**src/cbtc_pkg.sv**
```systemverilog
// Behaviour
// - Match primary opcode 0x13 and extended 0x210; slice options, index, link fields.
// - Index picks one condition bit; pass if options bit0, or bit equals options bit1.
// - Taken goes to count bits 0-29 with 00 appended; otherwise sequential.
// - Link flag set on a branch with options bit2 set writes current address plus four into link register.
// - Count-to-register form with options bit2 clear is an invalid form.
// - Options value 12 branches only when the selected condition bit is set.
// - Options value 4 branches only when the selected condition bit is clear.
// - Less-than flag of field n is condition bit 4n.
// - Greater-than flag of field n is condition bit 4n+1.
// - Equal flag of field n is condition bit 4n+2.
// - Bit 4n+3 is both summary-overflow and unordered flag of field n.
// - Conditional branch has relative, absolute, and both with link variants.
// - Absolute target is displacement with 00 appended, sign-extended, no add.
package cbtc_pkg;

  // ----------------------------------------
  // Instruction encoding
  // ----------------------------------------
  localparam logic [5:0] OPC_BCCTR = 6'h13;
  localparam logic [5:0] OPC_BC    = 6'h10;
  localparam logic [9:0] XO_BCCTR  = 10'h210;
  localparam int OPC_HI  = 31;
  localparam int OPC_LO  = 26;
  localparam int BO_HI   = 25;
  localparam int BO_LO   = 21;
  localparam int BI_HI   = 20;
  localparam int BI_LO   = 16;
  localparam int RSV_HI  = 15;
  localparam int RSV_LO  = 11;
  localparam int BD_HI   = 15;
  localparam int BD_LO   = 2;
  localparam int XO_HI   = 10;
  localparam int XO_LO   = 1;
  localparam int AA_BIT  = 1;
  localparam int LK_BIT  = 0;
  // Options bits, LSB-zero vector index inside the 5-bit field
  localparam int BO_ALWAYS = 4;
  localparam int BO_SENSE  = 3;
  localparam int BO_NODEC  = 2;
  localparam logic [4:0] BO_IF_TRUE  = 5'h0c;
  localparam logic [4:0] BO_IF_FALSE = 5'h04;
  // Flag position inside a condition field
  localparam logic [1:0] FLAG_LT = 2'h0;
  localparam logic [1:0] FLAG_GT = 2'h1;
  localparam logic [1:0] FLAG_EQ = 2'h2;
  localparam logic [1:0] FLAG_SO = 2'h3;
  localparam logic [4:0] MSB_POS    = 5'h1f;
  localparam logic [31:0] INSTR_BYTES = 32'h0000_0004;
  localparam logic [31:0] ADDR_RST    = 32'h0000_0000;

  // ----------------------------------------
  // Register map
  // ----------------------------------------
  localparam int OFS_W = 8;
  localparam logic [7:0] OFS_INSTR = 8'h00;
  localparam logic [7:0] OFS_CIA   = 8'h04;
  localparam logic [7:0] OFS_CTR   = 8'h08;
  localparam logic [7:0] OFS_CR    = 8'h0c;
  localparam logic [7:0] OFS_NIA   = 8'h10;
  localparam logic [7:0] OFS_LR    = 8'h14;
  localparam logic [7:0] OFS_STAT  = 8'h18;
  // Status layout
  localparam int ST_TAKEN   = 0;
  localparam int ST_LINKED  = 1;
  localparam int ST_INVALID = 2;
  localparam int ST_UNSUPP  = 3;
  localparam int ST_RSVD    = 4;
  localparam int ST_ABS     = 5;
  localparam int ST_FLAG_LO = 6;
  localparam int ST_FIELD_LO = 8;
  localparam int ST_KIND_LO = 11;

  typedef enum logic [1:0] {
    KIND_OTHER = 2'b00,
    KIND_BCCTR = 2'b01,
    KIND_BC    = 2'b10,
    KIND_BAD   = 2'b11
  } cbtc_kind_e;

endpackage : cbtc_pkg

```
**src/cbtc_cond_eval.sv**
```systemverilog
`timescale 1ns/1ns
module cbtc_cond_eval (
  input  wire logic [31:0] conditionRegisterBits,
  input  wire logic [4:0]  condBitIndex,
  input  wire logic [4:0]  branchOptions,
  output logic             condBit,
  output logic             condOk,
  output logic [2:0]       condFieldSelect,
  output logic [1:0]       condFlag
);

  // ----------------------------------------
  // Field and flag split of the index
  // ----------------------------------------
  // Index is 4*field + flag, so low two bits name LT/GT/EQ/SO
  assign condFieldSelect = condBitIndex[4:2];
  assign condFlag        = condBitIndex[1:0];

  // Bit 0 is the MSB, so index is mirrored into the vector
  logic [4:0] bitPos;
  assign bitPos  = cbtc_pkg::MSB_POS - condBitIndex;
  assign condBit = conditionRegisterBits[bitPos];

  // Always-flag wins; else the bit must match the sense bit
  assign condOk = branchOptions[cbtc_pkg::BO_ALWAYS]
                | (condBit == branchOptions[cbtc_pkg::BO_SENSE]);

endmodule : cbtc_cond_eval

```
**src/cbtc_branch_unit.sv**
```systemverilog
`timescale 1ns/1ns
module cbtc_branch_unit (
  input  wire logic                       core_clk,
  input  wire logic                       rst,
  input  wire logic [cbtc_pkg::OFS_W-1:0] paddr,
  input  wire logic                       psel,
  input  wire logic                       penable,
  input  wire logic                       pwrite,
  input  wire logic [31:0]                pwdata,
  output logic      [31:0]                prdata,
  output logic                            pready,
  output logic                            pslverr,
  output logic      [31:0]                nextInstrAddr,
  output logic      [31:0]                linkRegister,
  output logic                            branchTaken,
  output logic                            formInvalid
);

  // ----------------------------------------
  // State
  // ----------------------------------------
  logic [31:0] instrWord_reg;
  logic [31:0] currentInstrAddr_reg;
  logic [31:0] countReg_reg;
  logic [31:0] conditionRegisterBits_reg;
  logic [31:0] nextInstrAddr_reg;
  logic [31:0] linkRegister_reg;
  logic [15:0] status_reg;
  logic [31:0] prdata_reg;
  logic        pready_reg;
  logic        pslverr_reg;
  logic        branchTaken_reg;
  logic        formInvalid_reg;

  logic [31:0] nextInstrAddr_next;
  logic [31:0] linkRegister_next;
  logic [15:0] status_next;
  logic [31:0] prdata_next;

  // ----------------------------------------
  // APB decode
  // ----------------------------------------
  // Setup samples read data so the access phase has no wait state
  logic setupPhase;
  logic accessDone;
  logic writeDone;
  logic hitInstr;
  logic hitCia;
  logic hitCtr;
  logic hitCr;
  logic hitNia;
  logic hitLr;
  logic hitStat;
  logic mapped;
  logic instrWrite;

  assign setupPhase = psel & ~penable;
  assign accessDone = psel & penable & pready_reg;
  assign writeDone  = accessDone & pwrite;
  assign hitInstr   = (paddr == cbtc_pkg::OFS_INSTR);
  assign hitCia     = (paddr == cbtc_pkg::OFS_CIA);
  assign hitCtr     = (paddr == cbtc_pkg::OFS_CTR);
  assign hitCr      = (paddr == cbtc_pkg::OFS_CR);
  assign hitNia     = (paddr == cbtc_pkg::OFS_NIA);
  assign hitLr      = (paddr == cbtc_pkg::OFS_LR);
  assign hitStat    = (paddr == cbtc_pkg::OFS_STAT);
  assign mapped     = hitInstr | hitCia | hitCtr | hitCr | hitNia | hitLr | hitStat;
  assign instrWrite = writeDone & hitInstr;

  // ----------------------------------------
  // Instruction field slicing
  // ----------------------------------------
  // Fields come straight from the write data so the result lands at the same edge
  logic [5:0]  primaryOpcode;
  logic [9:0]  extendedOpcode;
  logic [4:0]  branchOptions;
  logic [4:0]  condBitIndex;
  logic [4:0]  reservedBits;
  logic [13:0] branchDisplacement;
  logic        absoluteFlag;
  logic        linkFlag;

  assign primaryOpcode      = pwdata[cbtc_pkg::OPC_HI:cbtc_pkg::OPC_LO];
  assign extendedOpcode     = pwdata[cbtc_pkg::XO_HI:cbtc_pkg::XO_LO];
  assign branchOptions      = pwdata[cbtc_pkg::BO_HI:cbtc_pkg::BO_LO];
  assign condBitIndex       = pwdata[cbtc_pkg::BI_HI:cbtc_pkg::BI_LO];
  assign reservedBits       = pwdata[cbtc_pkg::RSV_HI:cbtc_pkg::RSV_LO];
  assign branchDisplacement = pwdata[cbtc_pkg::BD_HI:cbtc_pkg::BD_LO];
  assign absoluteFlag       = pwdata[cbtc_pkg::AA_BIT];
  assign linkFlag           = pwdata[cbtc_pkg::LK_BIT];

  // ----------------------------------------
  // Classification
  // ----------------------------------------
  logic isBcctr;
  logic isBc;
  logic noDecrement;
  logic invalidForm;
  logic unsupported;
  logic execOk;
  cbtc_pkg::cbtc_kind_e execKind;

  assign isBcctr = (primaryOpcode == cbtc_pkg::OPC_BCCTR)
                 & (extendedOpcode == cbtc_pkg::XO_BCCTR);
  assign isBc    = (primaryOpcode == cbtc_pkg::OPC_BC);
  assign noDecrement = branchOptions[cbtc_pkg::BO_NODEC];
  // Count-to-register with decrement requested is refused outright
  assign invalidForm = isBcctr & ~noDecrement;
  // Decrementing relative/absolute forms are outside this block
  assign unsupported = (isBc & ~noDecrement) | ~(isBc | isBcctr);
  assign execOk      = (isBcctr | isBc) & noDecrement;
  assign execKind    = invalidForm ? cbtc_pkg::KIND_BAD
                     : isBcctr     ? cbtc_pkg::KIND_BCCTR
                     : isBc        ? cbtc_pkg::KIND_BC
                     :               cbtc_pkg::KIND_OTHER;

  // ----------------------------------------
  // Condition test
  // ----------------------------------------
  logic       condBit;
  logic       condOk;
  logic [2:0] condFieldSelect;
  logic [1:0] condFlag;
  logic       taken;

  cbtc_cond_eval u_cond (
    .conditionRegisterBits (conditionRegisterBits_reg),
    .condBitIndex          (condBitIndex),
    .branchOptions         (branchOptions),
    .condBit               (condBit),
    .condOk                (condOk),
    .condFieldSelect       (condFieldSelect),
    .condFlag              (condFlag)
  );

  assign taken = execOk & condOk;

  // ----------------------------------------
  // Target arithmetic
  // ----------------------------------------
  logic [31:0] seqAddr;
  logic [31:0] ctrTarget;
  logic [31:0] absTarget;
  logic [31:0] relTarget;
  logic [31:0] bcTarget;
  logic [31:0] targetAddr;

  assign seqAddr   = currentInstrAddr_reg + cbtc_pkg::INSTR_BYTES;
  // Low two bits forced to zero keeps the target word aligned
  assign ctrTarget = {countReg_reg[31:2], 2'b00};
  assign absTarget = {{16{branchDisplacement[13]}}, branchDisplacement, 2'b00};
  assign relTarget = currentInstrAddr_reg + absTarget;
  assign bcTarget  = absoluteFlag ? absTarget : relTarget;
  assign targetAddr = isBcctr ? ctrTarget : bcTarget;

  // ----------------------------------------
  // Next address and link register
  // ----------------------------------------
  // Invalid form leaves every architected value as it was
  assign nextInstrAddr_next = !instrWrite ? nextInstrAddr_reg
                            : invalidForm ? nextInstrAddr_reg
                            : taken       ? targetAddr
                            :               seqAddr;

  // Hardware link update outranks a software write to the link register; software and execute never share an edge
  assign linkRegister_next = (instrWrite & execOk & linkFlag) ? seqAddr
                           : (writeDone & hitLr)              ? pwdata
                           :                                    linkRegister_reg;

  // Status is a snapshot of the latest execution
  assign status_next = instrWrite ? {3'b000,
                                     execKind,
                                     condFieldSelect,
                                     condFlag,
                                     absoluteFlag & isBc,
                                     isBcctr & (reservedBits != 5'h00),
                                     unsupported,
                                     invalidForm,
                                     execOk & linkFlag,
                                     taken}
                                  : status_reg;

  // ----------------------------------------
  // Read mux
  // ----------------------------------------
  logic [31:0] readData;
  assign readData = hitInstr ? instrWord_reg
                  : hitCia   ? currentInstrAddr_reg
                  : hitCtr   ? countReg_reg
                  : hitCr    ? conditionRegisterBits_reg
                  : hitNia   ? nextInstrAddr_reg
                  : hitLr    ? linkRegister_reg
                  : hitStat  ? {16'h0000, status_reg}
                  :            32'h0000_0000;
  assign prdata_next = (setupPhase & ~pwrite) ? readData : prdata_reg;

  // ----------------------------------------
  // Bus handshake flops
  // ----------------------------------------
  // Ready rises after setup and drops after the access edge
  always_ff @(posedge core_clk) begin
    if (rst) begin
      pready_reg  <= 1'b0;
      pslverr_reg <= 1'b0;
      prdata_reg  <= 32'h0000_0000;
    end else begin
      pready_reg  <= setupPhase;
      pslverr_reg <= setupPhase & ~mapped;
      prdata_reg  <= prdata_next;
    end
  end

  // ----------------------------------------
  // Software-owned inputs
  // ----------------------------------------
  // Count register only ever changes by a software write
  always_ff @(posedge core_clk) begin
    if (rst) begin
      instrWord_reg             <= 32'h0000_0000;
      currentInstrAddr_reg      <= cbtc_pkg::ADDR_RST;
      countReg_reg              <= 32'h0000_0000;
      conditionRegisterBits_reg <= 32'h0000_0000;
    end else begin
      if (instrWrite) instrWord_reg <= pwdata;
      if (writeDone & hitCia) currentInstrAddr_reg <= pwdata;
      if (writeDone & hitCtr) countReg_reg <= pwdata;
      if (writeDone & hitCr) conditionRegisterBits_reg <= pwdata;
    end
  end

  // ----------------------------------------
  // Execution results
  // ----------------------------------------
  always_ff @(posedge core_clk) begin
    if (rst) begin
      nextInstrAddr_reg <= cbtc_pkg::ADDR_RST;
      linkRegister_reg  <= cbtc_pkg::ADDR_RST;
      status_reg        <= 16'h0000;
      branchTaken_reg   <= 1'b0;
      formInvalid_reg   <= 1'b0;
    end else begin
      nextInstrAddr_reg <= nextInstrAddr_next;
      linkRegister_reg  <= linkRegister_next;
      status_reg        <= status_next;
      branchTaken_reg   <= instrWrite & taken;
      formInvalid_reg   <= instrWrite & invalidForm;
    end
  end

  // Outputs straight from flops
  assign prdata        = prdata_reg;
  assign pready        = pready_reg;
  assign pslverr       = pslverr_reg;
  assign nextInstrAddr = nextInstrAddr_reg;
  assign linkRegister  = linkRegister_reg;
  assign branchTaken   = branchTaken_reg;
  assign formInvalid   = formInvalid_reg;
endmodule : cbtc_branch_unit

```
**config.mk**
```make
export PLATFORM = sky130hd
export DESIGN_NAME = cbtc_branch_unit
export DESIGN_NICKNAME = d
export VERILOG_FILES = /design/src/cbtc_pkg.sv /design/src/cbtc_cond_eval.sv /design/src/cbtc_branch_unit.sv
export SDC_FILE = /design/constraint.sdc
export NUM_CORES = 1
export LEC_CHECK = 0
export ABC_CLOCK_PERIOD_IN_PS = 6350
export BUFFER_PORTS_ARGS = -buffer_cell sky130_fd_sc_hd__clkbuf_2
export CAP_MARGIN = 20
export CORE_MARGIN = 4
export CORE_UTILIZATION = 60
export CTS_BUF_LIST = sky130_fd_sc_hd__clkbuf_4
export DETAILED_ROUTE_END_ITERATION = 16
export GPL_ROUTABILITY_DRIVEN = 1
export HOLD_SLACK_MARGIN = 0.08
export PLACE_DENSITY = 0.81
export REMOVE_ABC_BUFFERS = 1
export SLEW_MARGIN = 20
export SYNTH_ARGS = -nofsm -noshare
export SYNTH_HDL_FRONTEND = slang
export SYNTH_SLANG_ARGS = --single-unit
```
**constraint.sdc**
```tcl
create_clock -name core_clk -period 6.35 [get_ports core_clk]
set_input_delay 0.635 -clock core_clk [delete_from_list [all_inputs] [get_ports core_clk]]
set_output_delay 0.635 -clock core_clk [all_outputs]
set_load 0.02 [all_outputs]
```
==> run_results.csv <==
group,metric,value,unit
status,status,"finished clean",
routing,ant_nets,0,
logic_synthesis,ys_types,72,
logic_synthesis,ys_top_cells_by_area,"dfxtp_1, nand2_1, a21oi_1",
sta,period_needed,3.54,ns
place,port_buffers,144,
logic_synthesis,synth_seq_cells,236,
finish,mostFrequentLayoutCells,"nand2_1, dfxtp_1, a21oi_1, clkbuf_2, nor2_1",
logic_synthesis,synthSimpleGateAreaFrac,0.211,
sta,worst_slew_pin_slew,1.09,ns
logic_synthesis,synth_compound_area_frac,0.253,
cts,post_cts_buffers,0,
sta,rsz0062_at_grt,"false",
sta,fin_tns_setup,0,ns
power_and_ir_drop,comb_power_share,0.077,
critical_path,arrival,4.20,ns
routing,via_per_inst,6.70,
finish,syn_to_final_growth,11.7,%
cts,clk_latency,0.74,ns
logic_synthesis,synth_top_family_by_area,"compound AO/OA/AOI/OAI gates",
power_and_ir_drop,power_frac_seq,0.486,
global_routing,grt_max_degree,121,
critical_path,cp-start-kind,"input port",
critical_path,crit_fanout,29,
routing,wl,48600,um
logic_synthesis,yosys_warnings,0,
logic_synthesis,synth_area,13000,um2
cts,cts_tree,"yes",
sta,hold_viol,0,
global_routing,gr-usage-met3,0.0915,
job,drv_cap,0,
power_and_ir_drop,swShare,0.266,
cts,cts-buffers-inserted,61,
floorplan,die_area,24200,um2
finish,final_area,14600,um2
power_and_ir_drop,ir_worst_vdd,0.000159,V
sta,max_freq,283,MHz
global_routing,grt_overflow,0,
logic_synthesis,synthArstFlopShare,0,
floorplan,core.rowCount,53,
logic_synthesis,synthFlopType,"dfxtp_1",
sta,setup_viol,0,
cts,cts.sinks,236,
routing,firstDrtPassIters,8,
place,gp_congestion,1.04,
routing,vias,14100,
critical_path,r2r_cells,10,
routing,first_iter_violations,1770,
global_routing,grt_pass1_vias,13200,
critical_path,worstPathRequired,7.01,ns
place,dp_slack,2.31,ns
global_routing,grt_antenna_before_repair,1,
finish,multiInputGateArea,7750,um2
logic_synthesis,synth_xor_area_frac,0.0329,
cts,clock_path_buffers,3,
routing,routedWlPerCell,23.1,um
global_routing,grt.met2_usage,0.601,
sta,fin_skew,0.0362,ns
global_routing,grt_util_met1,0.500,
critical_path,end_kind,"flip-flop",
logic_synthesis,synth_edf_count,0,
global_routing,grt_pass1_wl,74400,um
finish,final_common_cell,"nand2_1",
sta,fin_crit_sh,0.557,
logic_synthesis,post-synth-top-area-fraction,0.362,
floorplan,die_y,155,um
power_and_ir_drop,power_density,211,nW/um2
finish,drive_gt1_frac,0.169,
cts,clock-root-buffer,"clkbuf_4",
logic_synthesis,syn_area_per_cell,7.80,um2
global_routing,track_usage,0.388,
logic_synthesis,ys_seq_area_frac,0.362,
sta,drv_slew,0,
cts,holdBufCountCts,0,
logic_synthesis,synthMuxAreaShare,0.0651,
cts,clk_pin_slew,0.07,ns
logic_synthesis,syn_inst,1673,
logic_synthesis,synthAdderAreaFrac,0.0303,
cts,ctsHtreeMaxLevel,2,
cts,ctsResizeCount,0,
power_and_ir_drop,p_clk_frac,0.437,
floorplan,coreArea,21200,um2
place,dpl.hpwl,31300,um
logic_synthesis,synth_top_area_cell,"dfxtp_1",
floorplan,die_w,155,um
finish,finalNetCount,1856,
floorplan,pin_count,145,
global_routing,grt_busiest_layer,"met2",
finish,num-fill-cells,1840,
sta,setup_ws,2.81,ns
power_and_ir_drop,p_leak,5.41,nW
power_and_ir_drop,internal_power,2.26,mW
place,dpl_cell_area,13800,um2
routing,drc,0,
floorplan,start_util,0.615,
critical_path,path_class,"in -> reg",
sta,slew_headroom,0.274,
worst_hold_path,hold_depth,2,
worst_hold_path,min_path_type,"in -> reg",
finish,seqCellArea,4720,um2
power_and_ir_drop,p_sw,0.817,mW
-- cell families after synthesis --
| kind of cell | count (synthesis) |
|---|---|
| AO/OA/AOI/OAI | 516 |
| XOR/XNOR | 49 |
| adder cells (fa/ha/maj) | 31 |
| buffers and inverters | 137 |
| flip-flops | 236 |
| multiplexers | 79 |
| AND/OR/NAND/NOR | 625 |
-- critical path, stage by stage --
cell and delay (ns):
clkbuf_2 0.58, and4bb_2 0.31, nand4_1 0.08, buf_4 0.26, nor2_1 0.11, nor2_2 0.81
nand2_1 0.70, a2111oi_0 0.54, a211o_1 0.16
-- power groups by stage --
stage          combinational [mW]  sequential [mW]  clock [mW]
2_1_floorplan              0.0898             1.54           0
3_3_place_gp                0.225             1.53           0
3_5_place_dp                0.227             1.53           0
4_1_cts                     0.228             1.50        1.34
5_1_grt                     0.249             1.50        1.42
6_report                    0.236             1.50        1.34
-- per-layer routing --
layer,wire (um),vias to the layer above
met5,0,-
met4,2880,0
met3,6210,236
met2,21400,1038
met1,18100,6507
li1,-,6305
-- Yosys cell counts (5+ instances only) --
| cell type | count |
|---|---|
| o211ai_1 | 8 |
| nand2_1 | 359 |
| o221ai_1 | 15 |
| ha_1 | 30 |
| clkbuf_1 | 89 |
| dfxtp_1 | 236 |
| a21oi_1 | 217 |
| inv_1 | 11 |
| or3_1 | 7 |
| a31oi_1 | 7 |
| nand4_1 | 13 |
| buf_4 | 7 |
| nor4_1 | 7 |
| a211oi_1 | 60 |
| o21a_1 | 5 |
| nor2_1 | 115 |
| a22o_1 | 7 |
| a21o_1 | 9 |
| and2_1 | 8 |
| a22oi_1 | 57 |
| nor3_1 | 17 |
| xnor2_1 | 18 |
| o21ai_1 | 7 |
| o21ai_0 | 51 |
| buf_2 | 24 |
| mux2_2 | 17 |
| a311oi_1 | 31 |
| mux2i_1 | 59 |
| nor2b_1 | 24 |
| and3_1 | 15 |
| nand3_1 | 28 |
| xor2_1 | 31 |
-- layout make-up --
type	instances	area share
Inverter	11	0.00283
Clock inverter	14	0.00575
Antenna cell	2	0.000343
Tap cell	275	0.0236
Multi-Input combinational cell	1300	0.532
Timing Repair Buffer	170	0.0633
Sequential cell	236	0.324
Clock buffer	93	0.0479
-- path summary, 6_finish.rpt --
kind | start | end | slack [ns]
setup / recovery | pwdata[1] | nextInstrAddr[2] | 2.81
hold / removal | paddr[4] | pslverr | 0.20
hold reg to reg | instrWord_reg[2] | instrWord_reg[2] | 0.46
setup reg to reg | currentInstrAddr_reg[2] | nextInstrAddr[22] | 2.92
-- stage by stage --
stage	power [mW]	hold slack [ns]	utilization	instances
2_1_floorplan	1.63	0.426	-	1547
3_3_place_gp	1.75	0.441	0.650	1992
3_5_place_dp	1.76	0.447	0.650	1992
4_1_cts	3.07	0.149	0.687	2099
5_1_grt	3.17	0.188	0.687	2100
6_report	3.08	0.197	0.687	2101
(Power assumes the default switching activity.)
